## config.mk

```make
export PLATFORM = sky130hd
export DESIGN_NAME = microstep_translator_pwm
export DESIGN_NICKNAME = d
export VERILOG_FILES = /design/src/rtl/stepper_pkg.sv /design/src/rtl/setpoint_table.sv /design/src/rtl/gate_sequencer.sv /design/src/rtl/microstep_translator_pwm.sv
export SDC_FILE = /design/constraint.sdc
export NUM_CORES = 1
export LEC_CHECK = 0
export ABC_AREA = 1
export BUFFER_PORTS_ARGS = -buffer_cell sky130_fd_sc_hd__buf_2
export CAP_MARGIN = 20
export CORE_UTILIZATION = 32
export CTS_CLUSTER_DIAMETER = 100
export DETAILED_ROUTE_END_ITERATION = 6
export HOLD_SLACK_MARGIN = 0.08
export PLACE_DENSITY = 0.45
export SYNTH_ARGS = -nofsm -noshare
export SYNTH_HDL_FRONTEND = slang
export SYNTH_SLANG_ARGS = --single-unit
```

## constraint.sdc

```tcl
create_clock -name clk_sys -period 7 [get_ports clk_sys]
set_input_delay 1.05 -clock clk_sys [delete_from_list [all_inputs] [get_ports clk_sys]]
set_output_delay 1.05 -clock clk_sys [all_outputs]
set_load 0.02 [all_outputs]
```

## src/rtl/stepper_pkg.sv

```systemverilog
package stepper_pkg;

    localparam int CLK_HZ = 20000000;
    localparam int PWM_HZ = 25000;
    localparam int PWM_PERIOD_CYCLES = CLK_HZ / PWM_HZ;
    localparam int PWM_COUNT_WIDTH = 10;
    localparam int MIN_ON_CYCLES = 8;

    localparam int POS_WIDTH = 8;
    localparam logic [7:0] POS_RESET = 8'h00;
    localparam logic [7:0] FULL_STEP_START = 8'h20;
    localparam logic [7:0] QUADRANT_SIZE = 8'h40;
    localparam logic [7:0] HALF_STEP_SIZE = 8'h20;

    localparam logic [2:0] RES_1_64 = 3'h0;
    localparam logic [2:0] RES_1_32 = 3'h1;
    localparam logic [2:0] RES_1_16 = 3'h2;
    localparam logic [2:0] RES_1_8 = 3'h3;
    localparam logic [2:0] RES_1_4 = 3'h4;
    localparam logic [2:0] RES_HALF_COMP = 3'h5;
    localparam logic [2:0] RES_HALF_UNCOMP = 3'h6;
    localparam logic [2:0] RES_FULL = 3'h7;

    localparam logic [6:0] SETPOINT_MAX = 7'h64;
    localparam logic [6:0] DIAGONAL_LOW = 7'h47;

    // Gate timing: t1 450..2700 ns, t2 and toff 1250..5000 ns, dead time 250 ns..1 us
    localparam int T1_STEP_NS = 125;
    localparam int T2_STEP_NS = 250;
    localparam int TOFF_STEP_NS = 250;
    localparam int DEAD_STEP_NS = 250;
    localparam int CLK_PERIOD_NS = 1000000000 / CLK_HZ;
    localparam int T1_UNIT_CYCLES = (T1_STEP_NS + CLK_PERIOD_NS - 1) / CLK_PERIOD_NS;
    localparam int T2_UNIT_CYCLES = (T2_STEP_NS + CLK_PERIOD_NS - 1) / CLK_PERIOD_NS;
    localparam int TOFF_UNIT_CYCLES = (TOFF_STEP_NS + CLK_PERIOD_NS - 1) / CLK_PERIOD_NS;
    localparam int DEAD_UNIT_CYCLES = (DEAD_STEP_NS + CLK_PERIOD_NS - 1) / CLK_PERIOD_NS;
    localparam int TIMER_WIDTH = 8;

    typedef struct packed {
        logic [3:0] t1_select;
        logic [3:0] t2_select;
        logic [3:0] toff_select;
        logic [1:0] dead_time_select;
        logic [3:0] on_current_select;
        logic [3:0] off_current_select;
    } gate_config_type;

    typedef struct packed {
        logic current_source_on;
        logic current_source_off;
        logic gate_pull_up_switch;
        logic gate_pull_down_switch;
    } gate_drive_type;

    typedef struct packed {
        logic sign;
        logic [6:0] magnitude;
    } setpoint_type;

endpackage : stepper_pkg

```

## src/rtl/setpoint_table.sv

```systemverilog
`timescale 1ns/1ps
`default_nettype none
module setpoint_table (
    input wire logic [7:0] position,
    input wire logic square_mode,
    output stepper_pkg::setpoint_type coil_x,
    output stepper_pkg::setpoint_type coil_y
);
    import stepper_pkg::*;

    logic [6:0] sine_lut [0:64];
    logic [5:0] offset;
    logic [1:0] quadrant;

    // Quarter-wave magnitudes, index 0..64 of a quadrant
    assign sine_lut = '{
        7'h00, 7'h03, 7'h05, 7'h08, 7'h0A, 7'h0D, 7'h0E, 7'h11,
        7'h13, 7'h16, 7'h19, 7'h1B, 7'h1E, 7'h20, 7'h23, 7'h25,
        7'h26, 7'h29, 7'h2B, 7'h2E, 7'h30, 7'h33, 7'h34, 7'h36,
        7'h38, 7'h3B, 7'h3C, 7'h3E, 7'h3F, 7'h43, 7'h44, 7'h46,
        7'h47, 7'h49, 7'h4B, 7'h4C, 7'h4E, 7'h4F, 7'h51, 7'h53,
        7'h54, 7'h56, 7'h57, 7'h57, 7'h59, 7'h5A, 7'h5A, 7'h5C,
        7'h5E, 7'h5E, 7'h5F, 7'h5F, 7'h61, 7'h61, 7'h61, 7'h62,
        7'h62, 7'h62, 7'h64, 7'h64, 7'h64, 7'h64, 7'h64, 7'h64,
        7'h64
    };

    assign offset = position[5:0];
    assign quadrant = position[7:6];

    always_comb begin
        logic [6:0] mag_x;
        logic [6:0] mag_y;
        mag_x = sine_lut[offset];
        mag_y = sine_lut[7'd64 - {1'b0, offset}];
        if (offset == 6'h20 && square_mode) begin
            mag_x = SETPOINT_MAX;
            mag_y = SETPOINT_MAX;
        end
        // Odd quadrants swap roles; sign per quadrant
        coil_x.magnitude = quadrant[0] ? mag_y : mag_x;
        coil_y.magnitude = quadrant[0] ? mag_x : mag_y;
        coil_x.sign = quadrant[1] && (coil_x.magnitude != 7'h00);
        coil_y.sign = (quadrant == 2'h1 || quadrant == 2'h2) && (coil_y.magnitude != 7'h00);
    end
endmodule : setpoint_table
`default_nettype wire

```

## src/rtl/gate_sequencer.sv

```systemverilog
`timescale 1ns/1ps
`default_nettype none
module gate_sequencer (
    input wire logic clk_sys,
    input wire logic arst_n,
    input wire logic high_request,
    input wire stepper_pkg::gate_config_type gate_config,
    output stepper_pkg::gate_drive_type high_drive,
    output stepper_pkg::gate_drive_type low_drive
);
    import stepper_pkg::*;

    typedef enum {IDLE_LOW, DEAD_TO_HIGH, HIGH_T1, HIGH_T2, HIGH_HOLD, HIGH_OFF,
        DEAD_TO_LOW, LOW_T1, LOW_T2, LOW_HOLD, LOW_OFF} seq_state_type;
    seq_state_type state;
    logic [TIMER_WIDTH-1:0] timer;
    logic [TIMER_WIDTH-1:0] t1_cycles;
    logic [TIMER_WIDTH-1:0] t2_cycles;
    logic [TIMER_WIDTH-1:0] toff_cycles;
    logic [TIMER_WIDTH-1:0] dead_cycles;

    // t1 from 450 ns, t2 and toff from 1250 ns, dead time 250 ns..1 us
    assign t1_cycles = TIMER_WIDTH'((3 + gate_config.t1_select) * T1_UNIT_CYCLES);
    assign t2_cycles = TIMER_WIDTH'((5 + gate_config.t2_select) * T2_UNIT_CYCLES);
    assign toff_cycles = TIMER_WIDTH'((5 + gate_config.toff_select) * TOFF_UNIT_CYCLES);
    assign dead_cycles = TIMER_WIDTH'((1 + gate_config.dead_time_select) * DEAD_UNIT_CYCLES);

    always_ff @(posedge clk_sys or negedge arst_n) begin
        if (!arst_n) begin
            state <= LOW_HOLD;
            timer <= '0;
        end else begin
            if (timer != '0) begin
                timer <= timer - 1'b1;
            end
            case (state)
                LOW_HOLD: if (high_request) begin
                    state <= LOW_OFF;
                    timer <= toff_cycles;
                end
                LOW_OFF: if (timer == '0) begin
                    state <= DEAD_TO_HIGH;
                    timer <= dead_cycles;
                end
                DEAD_TO_HIGH: if (timer == '0) begin
                    state <= HIGH_T1;
                    timer <= t1_cycles;
                end
                HIGH_T1: if (timer == '0) begin
                    state <= HIGH_T2;
                    timer <= t2_cycles;
                end
                HIGH_T2: if (timer == '0) begin
                    state <= HIGH_HOLD;
                end
                HIGH_HOLD: if (!high_request) begin
                    state <= HIGH_OFF;
                    timer <= toff_cycles;
                end
                HIGH_OFF: if (timer == '0) begin
                    state <= DEAD_TO_LOW;
                    timer <= dead_cycles;
                end
                DEAD_TO_LOW: if (timer == '0) begin
                    state <= LOW_T1;
                    timer <= t1_cycles;
                end
                LOW_T1: if (timer == '0) begin
                    state <= LOW_T2;
                    timer <= t2_cycles;
                end
                LOW_T2: if (timer == '0) begin
                    state <= LOW_HOLD;
                end
                default: state <= LOW_HOLD;
            endcase
        end
    end

    always_ff @(posedge clk_sys or negedge arst_n) begin
        if (!arst_n) begin
            high_drive <= '{1'b0, 1'b0, 1'b0, 1'b1};
            low_drive <= '{1'b0, 1'b0, 1'b0, 1'b1};
        end else begin
            high_drive.current_source_on <= (state == HIGH_T1 || state == HIGH_T2);
            high_drive.current_source_off <= (state == HIGH_OFF);
            high_drive.gate_pull_up_switch <= (state == HIGH_HOLD);
            high_drive.gate_pull_down_switch <= !(state inside {HIGH_T1, HIGH_T2,
                HIGH_HOLD, HIGH_OFF});
            low_drive.current_source_on <= (state == LOW_T1 || state == LOW_T2);
            low_drive.current_source_off <= (state == LOW_OFF);
            low_drive.gate_pull_up_switch <= (state == LOW_HOLD);
            low_drive.gate_pull_down_switch <= !(state inside {LOW_T1, LOW_T2,
                LOW_HOLD, LOW_OFF});
        end
    end

    a_dead_gap: assert property (@(posedge clk_sys) disable iff (!arst_n)
        !((high_drive.current_source_on || high_drive.gate_pull_up_switch)
        && (low_drive.current_source_on || low_drive.gate_pull_up_switch)))
        else $error("both transistors of half bridge driven on");
endmodule : gate_sequencer
`default_nettype wire

```

## src/rtl/microstep_translator_pwm.sv

```systemverilog
`timescale 1ns/1ps
`default_nettype none
//Contract
// - Three-bit step_resolution_select picks one of eight resolutions, 1/64 to full.
// - Power-up or clear_pin resets translator position to zero.
// - At position zero, non-full modes command Y 100 percent, X zero.
// - Direction low, invert clear, enabled: steps increase position, except full step off a diagonal snaps to it.
// - Direction high or invert set: steps decrease position, except full step off a diagonal snaps to it.
// - Coarser modes use every second position of the next finer mode.
// - Uncompensated half and full step follow a square, others a circle.
// - Diagonal 100 percent only for resolution codes 11x, else 71 percent.
// - Positive setpoint means current from positive to negative coil terminal.
// - Sense comparator result is compared with setpoint continuously in regulation loop; code ignores it for the first 8 cycles of each PWM cycle.
// - Regulation loop PWM drives gate current sources and pull switches.
// - PWM switching points align to a fixed-frequency internal PWM clock.
// - PWM clock derives from the internal clock only, nominal 25 kHz.
// - pwm_jitter_enable adds jitter to PWM timing.
// - Switch-on applies source for t1 then t2; switch-off for off-time.
// - After on or off time, pull switch holds gate fully high or low.
// - Source magnitudes and phase durations are programmable configuration.
// - Programmable dead time from dead_time_select between half-bridge transistors.
// - Selected step edge moves one step; new current applies next PWM cycle.
// - position_readback reports position in 1/64 units always.
module microstep_translator_pwm #(
    parameter int PWM_PERIOD = stepper_pkg::PWM_PERIOD_CYCLES
) (
    input wire logic clk_sys,
    input wire logic arst_n,
    input wire logic step_pulse_pin,
    input wire logic direction_pin,
    input wire logic clear_pin,
    input wire logic sense_x_above,
    input wire logic sense_y_above,
    input wire logic [2:0] step_resolution_select,
    input wire logic drive_enable,
    input wire logic direction_invert_bit,
    input wire logic step_edge_polarity,
    input wire logic pwm_jitter_enable,
    input wire stepper_pkg::gate_config_type gate_config,
    output logic [7:0] position_readback,
    output stepper_pkg::setpoint_type coil_x_setpoint,
    output stepper_pkg::setpoint_type coil_y_setpoint,
    output logic pwm_cycle_start,
    output stepper_pkg::gate_drive_type [7:0] gate_drive,
    output logic [3:0] on_current_level,
    output logic [3:0] off_current_level
);
    import stepper_pkg::*;

    logic [2:0] step_sync;
    logic [1:0] dir_sync;
    logic [1:0] clear_sync;
    logic [1:0] sense_x_sync;
    logic [1:0] sense_y_sync;
    logic step_edge;
    logic step_up;
    logic [7:0] position;
    logic [7:0] next_position;
    logic [7:0] step_size;
    logic [PWM_COUNT_WIDTH-1:0] pwm_count;
    logic [PWM_COUNT_WIDTH-1:0] pwm_limit;
    logic [7:0] lfsr;
    logic pwm_tick;
    setpoint_type table_x;
    setpoint_type table_y;
    logic [1:0] coil_on;
    logic [3:0] bridge_request;
    logic [PWM_COUNT_WIDTH-1:0] on_count;

    // Pins are asynchronous to clk_sys
    always_ff @(posedge clk_sys or negedge arst_n) begin
        if (!arst_n) begin
            step_sync <= '0;
            dir_sync <= '0;
            clear_sync <= '0;
            sense_x_sync <= '0;
            sense_y_sync <= '0;
        end else begin
            step_sync <= {step_sync[1:0], step_pulse_pin};
            dir_sync <= {dir_sync[0], direction_pin};
            clear_sync <= {clear_sync[0], clear_pin};
            sense_x_sync <= {sense_x_sync[0], sense_x_above};
            sense_y_sync <= {sense_y_sync[0], sense_y_above};
        end
    end

    // Edge detect on second and third stages only
    assign step_edge = step_edge_polarity ? (step_sync[2] && !step_sync[1])
        : (!step_sync[2] && step_sync[1]);
    assign step_up = !dir_sync[1] && !direction_invert_bit;

    always_comb begin
        case (step_resolution_select)
            RES_1_64: step_size = 8'h01;
            RES_1_32: step_size = 8'h02;
            RES_1_16: step_size = 8'h04;
            RES_1_8: step_size = 8'h08;
            RES_1_4: step_size = 8'h10;
            RES_HALF_COMP: step_size = HALF_STEP_SIZE;
            RES_HALF_UNCOMP: step_size = HALF_STEP_SIZE;
            RES_FULL: step_size = QUADRANT_SIZE;
            default: step_size = 8'h01;
        endcase
    end

    always_comb begin
        next_position = step_up ? position + step_size : position - step_size;
        // Full step snaps onto a diagonal first
        if (step_resolution_select == RES_FULL && position[5:0] != 6'h20) begin
            next_position = {position[7:6], 6'h20};
        end
    end

    always_ff @(posedge clk_sys or negedge arst_n) begin
        if (!arst_n) begin
            position <= POS_RESET;
        end else if (clear_sync[1]) begin
            position <= POS_RESET;
        end else if (step_edge && drive_enable) begin
            position <= next_position;
        end
    end

    always_ff @(posedge clk_sys or negedge arst_n) begin
        if (!arst_n) begin
            position_readback <= POS_RESET;
        end else begin
            position_readback <= position;
        end
    end

    setpoint_table u_table (
        .position(position),
        .square_mode(step_resolution_select[2:1] == 2'h3),
        .coil_x(table_x),
        .coil_y(table_y)
    );

    // PWM clock from clk_sys only; jitter shifts period by up to 15 cycles
    always_ff @(posedge clk_sys or negedge arst_n) begin
        if (!arst_n) begin
            lfsr <= 8'hA5;
        end else if (pwm_tick) begin
            lfsr <= {lfsr[6:0], lfsr[7] ^ lfsr[5] ^ lfsr[4] ^ lfsr[3]};
        end
    end

    assign pwm_limit = PWM_COUNT_WIDTH'(PWM_PERIOD - 1)
        - (pwm_jitter_enable ? PWM_COUNT_WIDTH'(lfsr[3:0]) : '0);
    assign pwm_tick = (pwm_count >= pwm_limit);

    always_ff @(posedge clk_sys or negedge arst_n) begin
        if (!arst_n) begin
            pwm_count <= '0;
            pwm_cycle_start <= 1'b0;
        end else begin
            pwm_count <= pwm_tick ? '0 : pwm_count + 1'b1;
            pwm_cycle_start <= pwm_tick;
        end
    end

    // Setpoints latched at PWM boundary so a step lands on next cycle
    always_ff @(posedge clk_sys or negedge arst_n) begin
        if (!arst_n) begin
            coil_x_setpoint <= '0;
            coil_y_setpoint <= '{1'b0, SETPOINT_MAX};
        end else if (pwm_tick) begin
            coil_x_setpoint <= table_x;
            coil_y_setpoint <= table_y;
        end
    end

    // Peak current loop: on at PWM start, off when sense passes setpoint
    always_ff @(posedge clk_sys or negedge arst_n) begin
        if (!arst_n) begin
            coil_on <= '0;
            on_count <= '0;
        end else begin
            on_count <= pwm_tick ? '0 : on_count + 1'b1;
            if (!drive_enable) begin
                coil_on <= '0;
            end else if (pwm_tick) begin
                coil_on <= {table_y.magnitude != 7'h00, table_x.magnitude != 7'h00};
            end else if (on_count >= PWM_COUNT_WIDTH'(MIN_ON_CYCLES)) begin
                // Blanking hides the switching spike from the comparator
                if (sense_x_sync[1]) begin
                    coil_on[0] <= 1'b0;
                end
                if (sense_y_sync[1]) begin
                    coil_on[1] <= 1'b0;
                end
            end
        end
    end

    // Per bridge: sign picks diagonal; off means slow decay on low sides
    always_comb begin
        bridge_request[0] = coil_on[0] && !coil_x_setpoint.sign;
        bridge_request[1] = coil_on[0] && coil_x_setpoint.sign;
        bridge_request[2] = coil_on[1] && !coil_y_setpoint.sign;
        bridge_request[3] = coil_on[1] && coil_y_setpoint.sign;
    end

    // Half-bridges: 0 coil_x_positive, 1 coil_x_negative, 2/3 for Y
    // gate_drive[2h] is the high side, [2h+1] the low side
    genvar h;
    generate
        for (h = 0; h < 4; h++) begin : g_half
            gate_sequencer u_seq (
                .clk_sys(clk_sys),
                .arst_n(arst_n),
                .high_request(bridge_request[h]),
                .gate_config(gate_config),
                .high_drive(gate_drive[2*h]),
                .low_drive(gate_drive[2*h+1])
            );
        end
    endgenerate

    always_ff @(posedge clk_sys or negedge arst_n) begin
        if (!arst_n) begin
            on_current_level <= '0;
            off_current_level <= '0;
        end else begin
            on_current_level <= gate_config.on_current_select;
            off_current_level <= gate_config.off_current_select;
        end
    end

    a_clear_zero: assert property (@(posedge clk_sys) disable iff (!arst_n)
        clear_sync[1] |=> position == 8'h00)
        else $error("clear did not zero position");

    a_step_forward: assert property (@(posedge clk_sys) disable iff (!arst_n)
        step_edge && drive_enable && !clear_sync[1] && step_up
        && step_resolution_select == 3'h4 |=> position == $past(position) + 8'h10)
        else $error("quarter step forward wrong");

    a_step_reverse: assert property (@(posedge clk_sys) disable iff (!arst_n)
        step_edge && drive_enable && !clear_sync[1] && !step_up
        && step_resolution_select == 3'h0 |=> position == $past(position) - 8'h01)
        else $error("reverse step wrong");

    a_disabled_hold: assert property (@(posedge clk_sys) disable iff (!arst_n)
        !drive_enable && !clear_sync[1] |=> $stable(position))
        else $error("position moved while disabled");

    a_full_diag: assert property (@(posedge clk_sys) disable iff (!arst_n)
        step_edge && drive_enable && !clear_sync[1] && step_resolution_select == 3'h7
        |=> position[5:0] == 6'h20)
        else $error("full step left diagonal");

    a_readback_track: assert property (@(posedge clk_sys) disable iff (!arst_n)
        ##1 position_readback == $past(position))
        else $error("readback lags position");

    a_setpoint_sync: assert property (@(posedge clk_sys) disable iff (!arst_n)
        !pwm_cycle_start |-> $stable(coil_x_setpoint) && $stable(coil_y_setpoint))
        else $error("setpoint changed mid cycle");

    a_pwm_period: assert property (@(posedge clk_sys) disable iff (!arst_n)
        pwm_cycle_start && !pwm_jitter_enable |-> ##[1:800] pwm_cycle_start)
        else $error("pwm period too long");

    a_off_no_drive: assert property (@(posedge clk_sys) disable iff (!arst_n)
        !drive_enable |=> coil_on == 2'b00)
        else $error("coil driven while disabled");

    a_bridge_idle: assert property (@(posedge clk_sys) disable iff (!arst_n)
        !drive_enable |=> bridge_request == 4'h0)
        else $error("bridge requested while disabled");

    a_half_step: assert property (@(posedge clk_sys) disable iff (!arst_n)
        step_edge && drive_enable && !clear_sync[1] && step_up
        && step_resolution_select == 3'h5 |=> position == $past(position) + 8'h20)
        else $error("half step size wrong");

    a_pwm_pulse: assert property (@(posedge clk_sys) disable iff (!arst_n)
        pwm_cycle_start |=> !pwm_cycle_start)
        else $error("pwm start wider than one cycle");
endmodule : microstep_translator_pwm
`default_nettype wire

```

## After elaboration in Yosys (flattened, before gate mapping)

Memories as Yosys holds them, arrays and structs flattened.
Index checks and enable logic that the tools add are counted.
Widths: inputs -> output; s select.

- Bits in registers: 274
- Bits in read-only memories: 1,848
- Word-level logic and storage cells: 378
- Memories kept: 3

- $add $sub $neg: 14
- $mul: 4
- Order comparisons: 4
- Equal/unequal tests: 122
- Multiplexer cells: 93
- Bitwise operators: 5
- Reduce and logical (&&, ||, !) cells: 73

Memories:

| name | words | width | read ports | clocked after Yosys merged registers in | wr ports | RTL line | source |
|---|---|---|---|---|---|---|---|
| (no name shown) | 128 | 7 | 1 | 0 | 0 | setpoint_table.sv:34 | `mag_x = sine_lut[offset];` |
| (no name shown) | 128 | 7 | 1 | 0 | 0 | setpoint_table.sv:35 | `mag_y = sine_lut[7'd64 - {1'b0, offset}];` |
| (no name shown) | 8 | 7 | 1 | 0 | 0 | microstep_translator_pwm.sv:93 | `case (step_resolution_select)` |

Operators by type and width:

| cell | number |
|---|---|
| $mux 32 | 40 |
| $pmux 32 s10 | 4 |
| $eq 32x3->1 const B | 24 |
| $eq 32x4->1 const B | 24 |
| $eq 32x5->1 const B | 12 |
| $eq 32x2->1 const B | 8 |
| $mux 8 | 28 |
| $pmux 8 s5 | 4 |
| $eq 32x1->1 const B | 4 |
| $mul 32x3->8 const B | 3 |
| $ne 2x1->1 const B | 36 |
| $mux 7 | 8 |
| $reduce_and 10->1 | 4 |
| $logic_not 8->1 | 4 |
| $mul 32x2->8 const B | 1 |
| $reduce_bool 4->1 | 8 |
| $reduce_bool 8->1 | 4 |
| $sub 8x1->8 const B | 4 |
| $reduce_or 2->1 | 12 |
| $add 10x1->10 const B | 2 |
| $mux 10 | 2 |
| $logic_not 1->1 | 14 |
| $reduce_bool 7->1 | 2 |
| $logic_and 1x1->1 | 12 |
| 27 further kinds | 51 |

## Longest topological paths before layout

- Depth in word-level cells: 10
- Mapped depth: 19
- Gate-level depth less buffers: 19

## Modules after synthesis

Synthesis repeated with hierarchy kept, for this count alone.

- Cell total of the unflattened synthesis: 2,065
- Area, all modules: 14,136.1 µm²

By module, submodules not included:

| module | times used | cells an instance | area an instance (µm²) |
|---|---|---|---|
| gate_sequencer (g_half[1].u_seq ...) | 2 | 326 | 2,154.6 |
| microstep_translator_pwm | 1 | 428 | 3,817.4 |
| gate_sequencer (g_half[0].u_seq) | 1 | 333 | 2,199.6 |
| gate_sequencer (g_half[2].u_seq) | 1 | 317 | 2,089.5 |
| setpoint_table | 1 | 335 | 1,720.4 |

## Worst setup path after synthesis

Ideal clock, no wire load.

- Kind: input -> register
- From: input port gate_config[10] (netlist name)
- To: register g_half[1].u_seq.timer[6]
- Data arrival time: 3.093 ns
- Required time: 6.871 ns
- Path slack: 3.778 ns
- Stages: 10
- Path buffers: 0
- Cell sequence: ha_1 > o21ai_0 > inv_1 > ha_1 > ha_1 > a21oi_1 > o21ai_0 > xor2_1 > nor2_1 > a2111o_1

- Longest elaborated chain between the ends: 4

Ends and longest elaborated chain:

| item | RTL line | source |
|---|---|---|
| from (decl) | microstep_translator_pwm.sv:39 | `input wire stepper_pkg::gate_config_type gate_config,` |
| $add 3x4->5 * | gate_sequencer.sv:25 | `assign toff_cycles = TIMER_WIDTH'((5 + gate_config.toff_select) * TOFF_UNIT_CYCLES);` |
| $mul 32x3->8 * | gate_sequencer.sv:25 |  |
| $mux 8 (on tied branches) | gate_sequencer.sv:56, gate_sequencer.sv:37 |  |
| $pmux 8 s5 * | gate_sequencer.sv:36 | `case (state)` |
| to (signal assigned) | gate_sequencer.sv:34 | `timer <= timer - 1'b1;` |
| to (signal assigned) | gate_sequencer.sv:39 | `timer <= toff_cycles;` |
| to (signal assigned) | gate_sequencer.sv:58 | `timer <= toff_cycles;` |
| to (decl) | gate_sequencer.sv:16 | `logic [TIMER_WIDTH-1:0] timer;` |

Every way passes the cells marked *; elsewhere a longest branch is shown, timed or not.
A chain may end at the register's enable or synchronous reset.

## Worst setup path after layout

- From: register position[0]
- To: register coil_y_setpoint[7] (netlist name)

- Longest elaborated chain between the ends: 9

Ends and longest elaborated chain:

| item | RTL line | source |
|---|---|---|
| from (decl) | microstep_translator_pwm.sv:57 | `logic [7:0] position;` |
| from (signal assigned) | microstep_translator_pwm.sv:120 | `position <= next_position;` |
| $sub 7x6->7 | setpoint_table.sv:35 |  |
| $not 7->8 (not written as such) | setpoint_table.sv:35 |  |
| $mem_v2 128x7 | -- |  |
| $mux 7 (not written as such) (2 in series) | setpoint_table.sv:35 |  |
| $mux 7 | setpoint_table.sv:36 | `if (offset == 6'h20 && square_mode) begin` |
| $mux 7 * | setpoint_table.sv:42 | `coil_y.magnitude = quadrant[0] ? mag_x : mag_y;` |
| $reduce_bool 7->1 * | setpoint_table.sv:44 | `coil_y.sign = (quadrant == 2'h1 \|\| quadrant == 2'h2) && (coil_y.magnitude != 7'h00);` |
| $logic_and 1x1->1 * | setpoint_table.sv:44 |  |
| to (signal assigned) | microstep_translator_pwm.sv:166 | `coil_y_setpoint <= '{1'b0, SETPOINT_MAX};` |
| to (signal assigned) | microstep_translator_pwm.sv:169 | `coil_y_setpoint <= table_y;` |
| to (decl) | microstep_translator_pwm.sv:42 | `output stepper_pkg::setpoint_type coil_y_setpoint,` |

Every way passes the cells marked *; elsewhere a longest branch is shown, timed or not. The select of a mux whose other input is x is not followed.

==> results.toml <==
[sta]
finalCritPeriodShare_pct = 51.4
final-hold-violation-count = 0
setup-tns-final_ns = 0
max_slew_margin_pct = 37.5
fin_crit_ns = 3.60
fmax_ghz = 0.278
finalMaxSlewViolations = 0
skew_ns = 0.0134
rsz0062_at_grt = "no"
setup_viol = 0
tightest_slew_ns = 0.935

[grt]
antenna_found_initial = 3
grt_max_degree = 68
grt_pass1_wl_um = 49500
grt_pass1_vias = 9337
grt-ovfl-total = 0
grt_use_total_pct = 18.6

[synthesis]
ys_types = 54
synth_enable_flop_cells = 0
ys_seq_area_share_pct = 38.1
syn_area_sq_um = 10700
syn_inst = 1465
syn_nets = 1562
synthTopCellsByArea = "dfrtp_1, nand2_1, inv_1"
synth_top_area_cell = "dfrtp_1"
synth_warnings = 0
async_flop_share_pct = 100
synth.avg_cell_area_sq_um = 7.31
synth_top_area_share_pct = 32.5
ys_ff_latch = 162
synth_top_flop_cell = "dfrtp_1"

[finish]
layout_common_cells = "nand2_1, inv_1, nor2_1"
layout_commonest_cell = "nand2_1"
syn2layout_area_growth_pct = 14.1
final_core_util_pct = 37.4
layout-drive-gt1-share_pct = 12.0
n_fill_cell = 3506
fin_nets = 1652

[floorplan]
rows = 66
start_util_pct = 32.7
io-pin-count = 101
die-area_sq_um = 34200
die_w_um = 185
die_height_um = 185
coreArea_sq_um = 32700

[power]
power.density_nw_per_um2 = 348
power_mw = 4.26
p_leak_nw = 6.23
max-vdd-ir-drop_uv = 183

[setup_path]
cp.arrival_ns = 3.92
required_ns = 7.32
startpoint = "position[0]"
cp-start-kind = "register"
timing.rr.start = "position[0]"
crit_type = "reg2reg"
cp_max_fo = 21
endpoint_kind = "register"

[clock_network]
cts_buffer_depth = 2
cts_hold_buf = 0
clk_pin_slew_worst_paths_ns = 0.07
cts_setup_buffers = 0
clockRootBuffer = "clkbuf_16"
cts_sinks = 162
clock_latency_ns = 0.44
cts_buffers = 17
cts_max_level = 4
post_cts_resized = 0
cts_tree = "done"

[worst_hold_path]
hp-class = "reg2reg"
hp-start = "step_sync[0]"

[route]
route.detailed.drc = 0
wl_um = 30600
wire_per_inst_um = 15.2
drt-initial-drc-count = 675
ant_nets = 0
vias_per_cell = 4.92
dr_total_vias = 9896
first_pass_iters = 5

[placement]
place_congestion = 0.912
hpwl_um = 23200
numPortBuffers = 100

[run]
maxCapViolations = 0

[run_status]
status = "complete, no violations"
power breakdown:
part	internal [mW]	switching [mW]	total (mW)	leakage (nW)
Sequential	1.20	0.170	1.37	1.99
Clock	0.500	0.433	0.933	0.274
Combinational	0.665	1.28	1.95	3.97
registers in the layout, indices dropped and copies added, names as in the netlist:
| register | cells |
|---|---|
| coil_x_setpoint | 8 |
| sense_x_sync | 2 |
| sense_y_sync | 2 |
| coil_on | 2 |
| lfsr | 8 |
| on_current_level | 4 |
| position_readback | 8 |
| pwm_count | 10 |
| step_sync | 3 |
| g_half.u_seq.low_drive | 16 |
| g_half.u_seq.timer | 32 |
| coil_y_setpoint | 8 |
| dir_sync | 2 |
| clear_sync | 2 |
| g_half.u_seq.high_drive | 16 |
| position | 8 |
| on_count | 10 |
| g_half.u_seq.state | 16 |
| off_current_level | 4 |
| pwm_cycle_start | 1 |
critical path: stages, from the launching register on:
cell     delay [ns]
dfrtp_1        0.50
inv_1          0.32
ha_1           0.33
inv_1          0.14
ha_1           0.67
inv_1          0.28
a21oi_1        0.22
nand2_1        0.07
nand3_1        0.08
nand3_1        0.08
nand2_1        0.11
nand2_1        0.06
nand2_1        0.09
nand2_1        0.06
nor2_1         0.13
nand2_1        0.15
nand3_1        0.12
nand2_1        0.05
metal layers:
| metal | global-route usage (%) | wire (um) | vias up |
|---|---|---|---|
| met1 | 24.6 | 14200 | 4623 |
| met3 | 3.68 | 1450 | 26 |
| li1 | - | - | 5011 |
| met2 | 30.4 | 14400 | 236 |
| met4 | 5.55 | 578 | 0 |
| met5 | 0 | 0 | - |
per-stage QoR:
step	setup slack [ns]	hold WS, ns	instances	area (sq um)
final	3.40	0.349	2013	12200
after global routing	3.07	0.358	2011	12200
after CTS	3.47	0.352	2010	12200
after detailed placement	3.11	0.336	1978	11600
after global placement	3.23	0.334	1978	11600
after floorplan	3.78	0.331	1465	10700
cell usage after synthesis (all sizes together), types with 2 or more instances:
cell / count
nor3: 27
and3: 3
clkbuf: 16
nor3b: 2
a21oi: 73
ha: 57
nand3b: 3
nand2: 334
o211ai: 8
nor4: 5
xnor2: 22
a21o: 2
fa: 4
inv: 215
o21bai: 3
buf: 17
o21ai: 134
o41ai: 3
or2: 2
o21a: 3
dfstp: 23
nand3: 97
xor2: 19
o221ai: 7
a211oi: 3
dfrtp: 139
a221oi: 4
nor2: 164
nand4: 11
o22ai: 24
o2111ai: 7
a22oi: 7
o31ai: 7
a31oi: 14
worst paths after layout:
path | cells after the start | to | slack, ns
min in group asynchronous | 1 | off_current_level[3] | 0.50
max in group asynchronous | 2 | g_half[0].u_seq.timer[2] | 5.30
worst min register to register | 0 | step_sync[1] | 0.35
worst min-delay path | 0 | step_sync[1] | 0.35
worst max-delay path | 17 | coil_y_setpoint[7] | 3.40
worst max register to register | 17 | coil_y_setpoint[7] | 3.40
logic make-up (layout without fill, tap and decap cells):
kind of cell	Yosys count	in the layout	share of synthesized area, %
other	0	3	0
xor gates and xnor gates	41	41	3.35
buffers and inverters	249	352	9.06
adders and majority gates	61	61	7.41
and+or+nand+nor	648	648	25.4
DFF	162	162	38.1
AOI/OAI and AO/OA	304	304	16.6
final cells by class:
cell class / instances / area, sq um / area share, %
tap: 442 / 553 / 4.53
timing repair buffer: 104 / 537 / 4.39
sequential: 162 / 4080 / 33.4
antenna: 3 / 7.51 / 0.0614
clock inverter: 15 / 150 / 1.23
clock buffer: 17 / 425 / 3.48
multi-input combinational: 1054 / 5650 / 46.3
inverter: 216 / 811 / 6.64
Note: power is estimated with default switching activity, not from simulation.
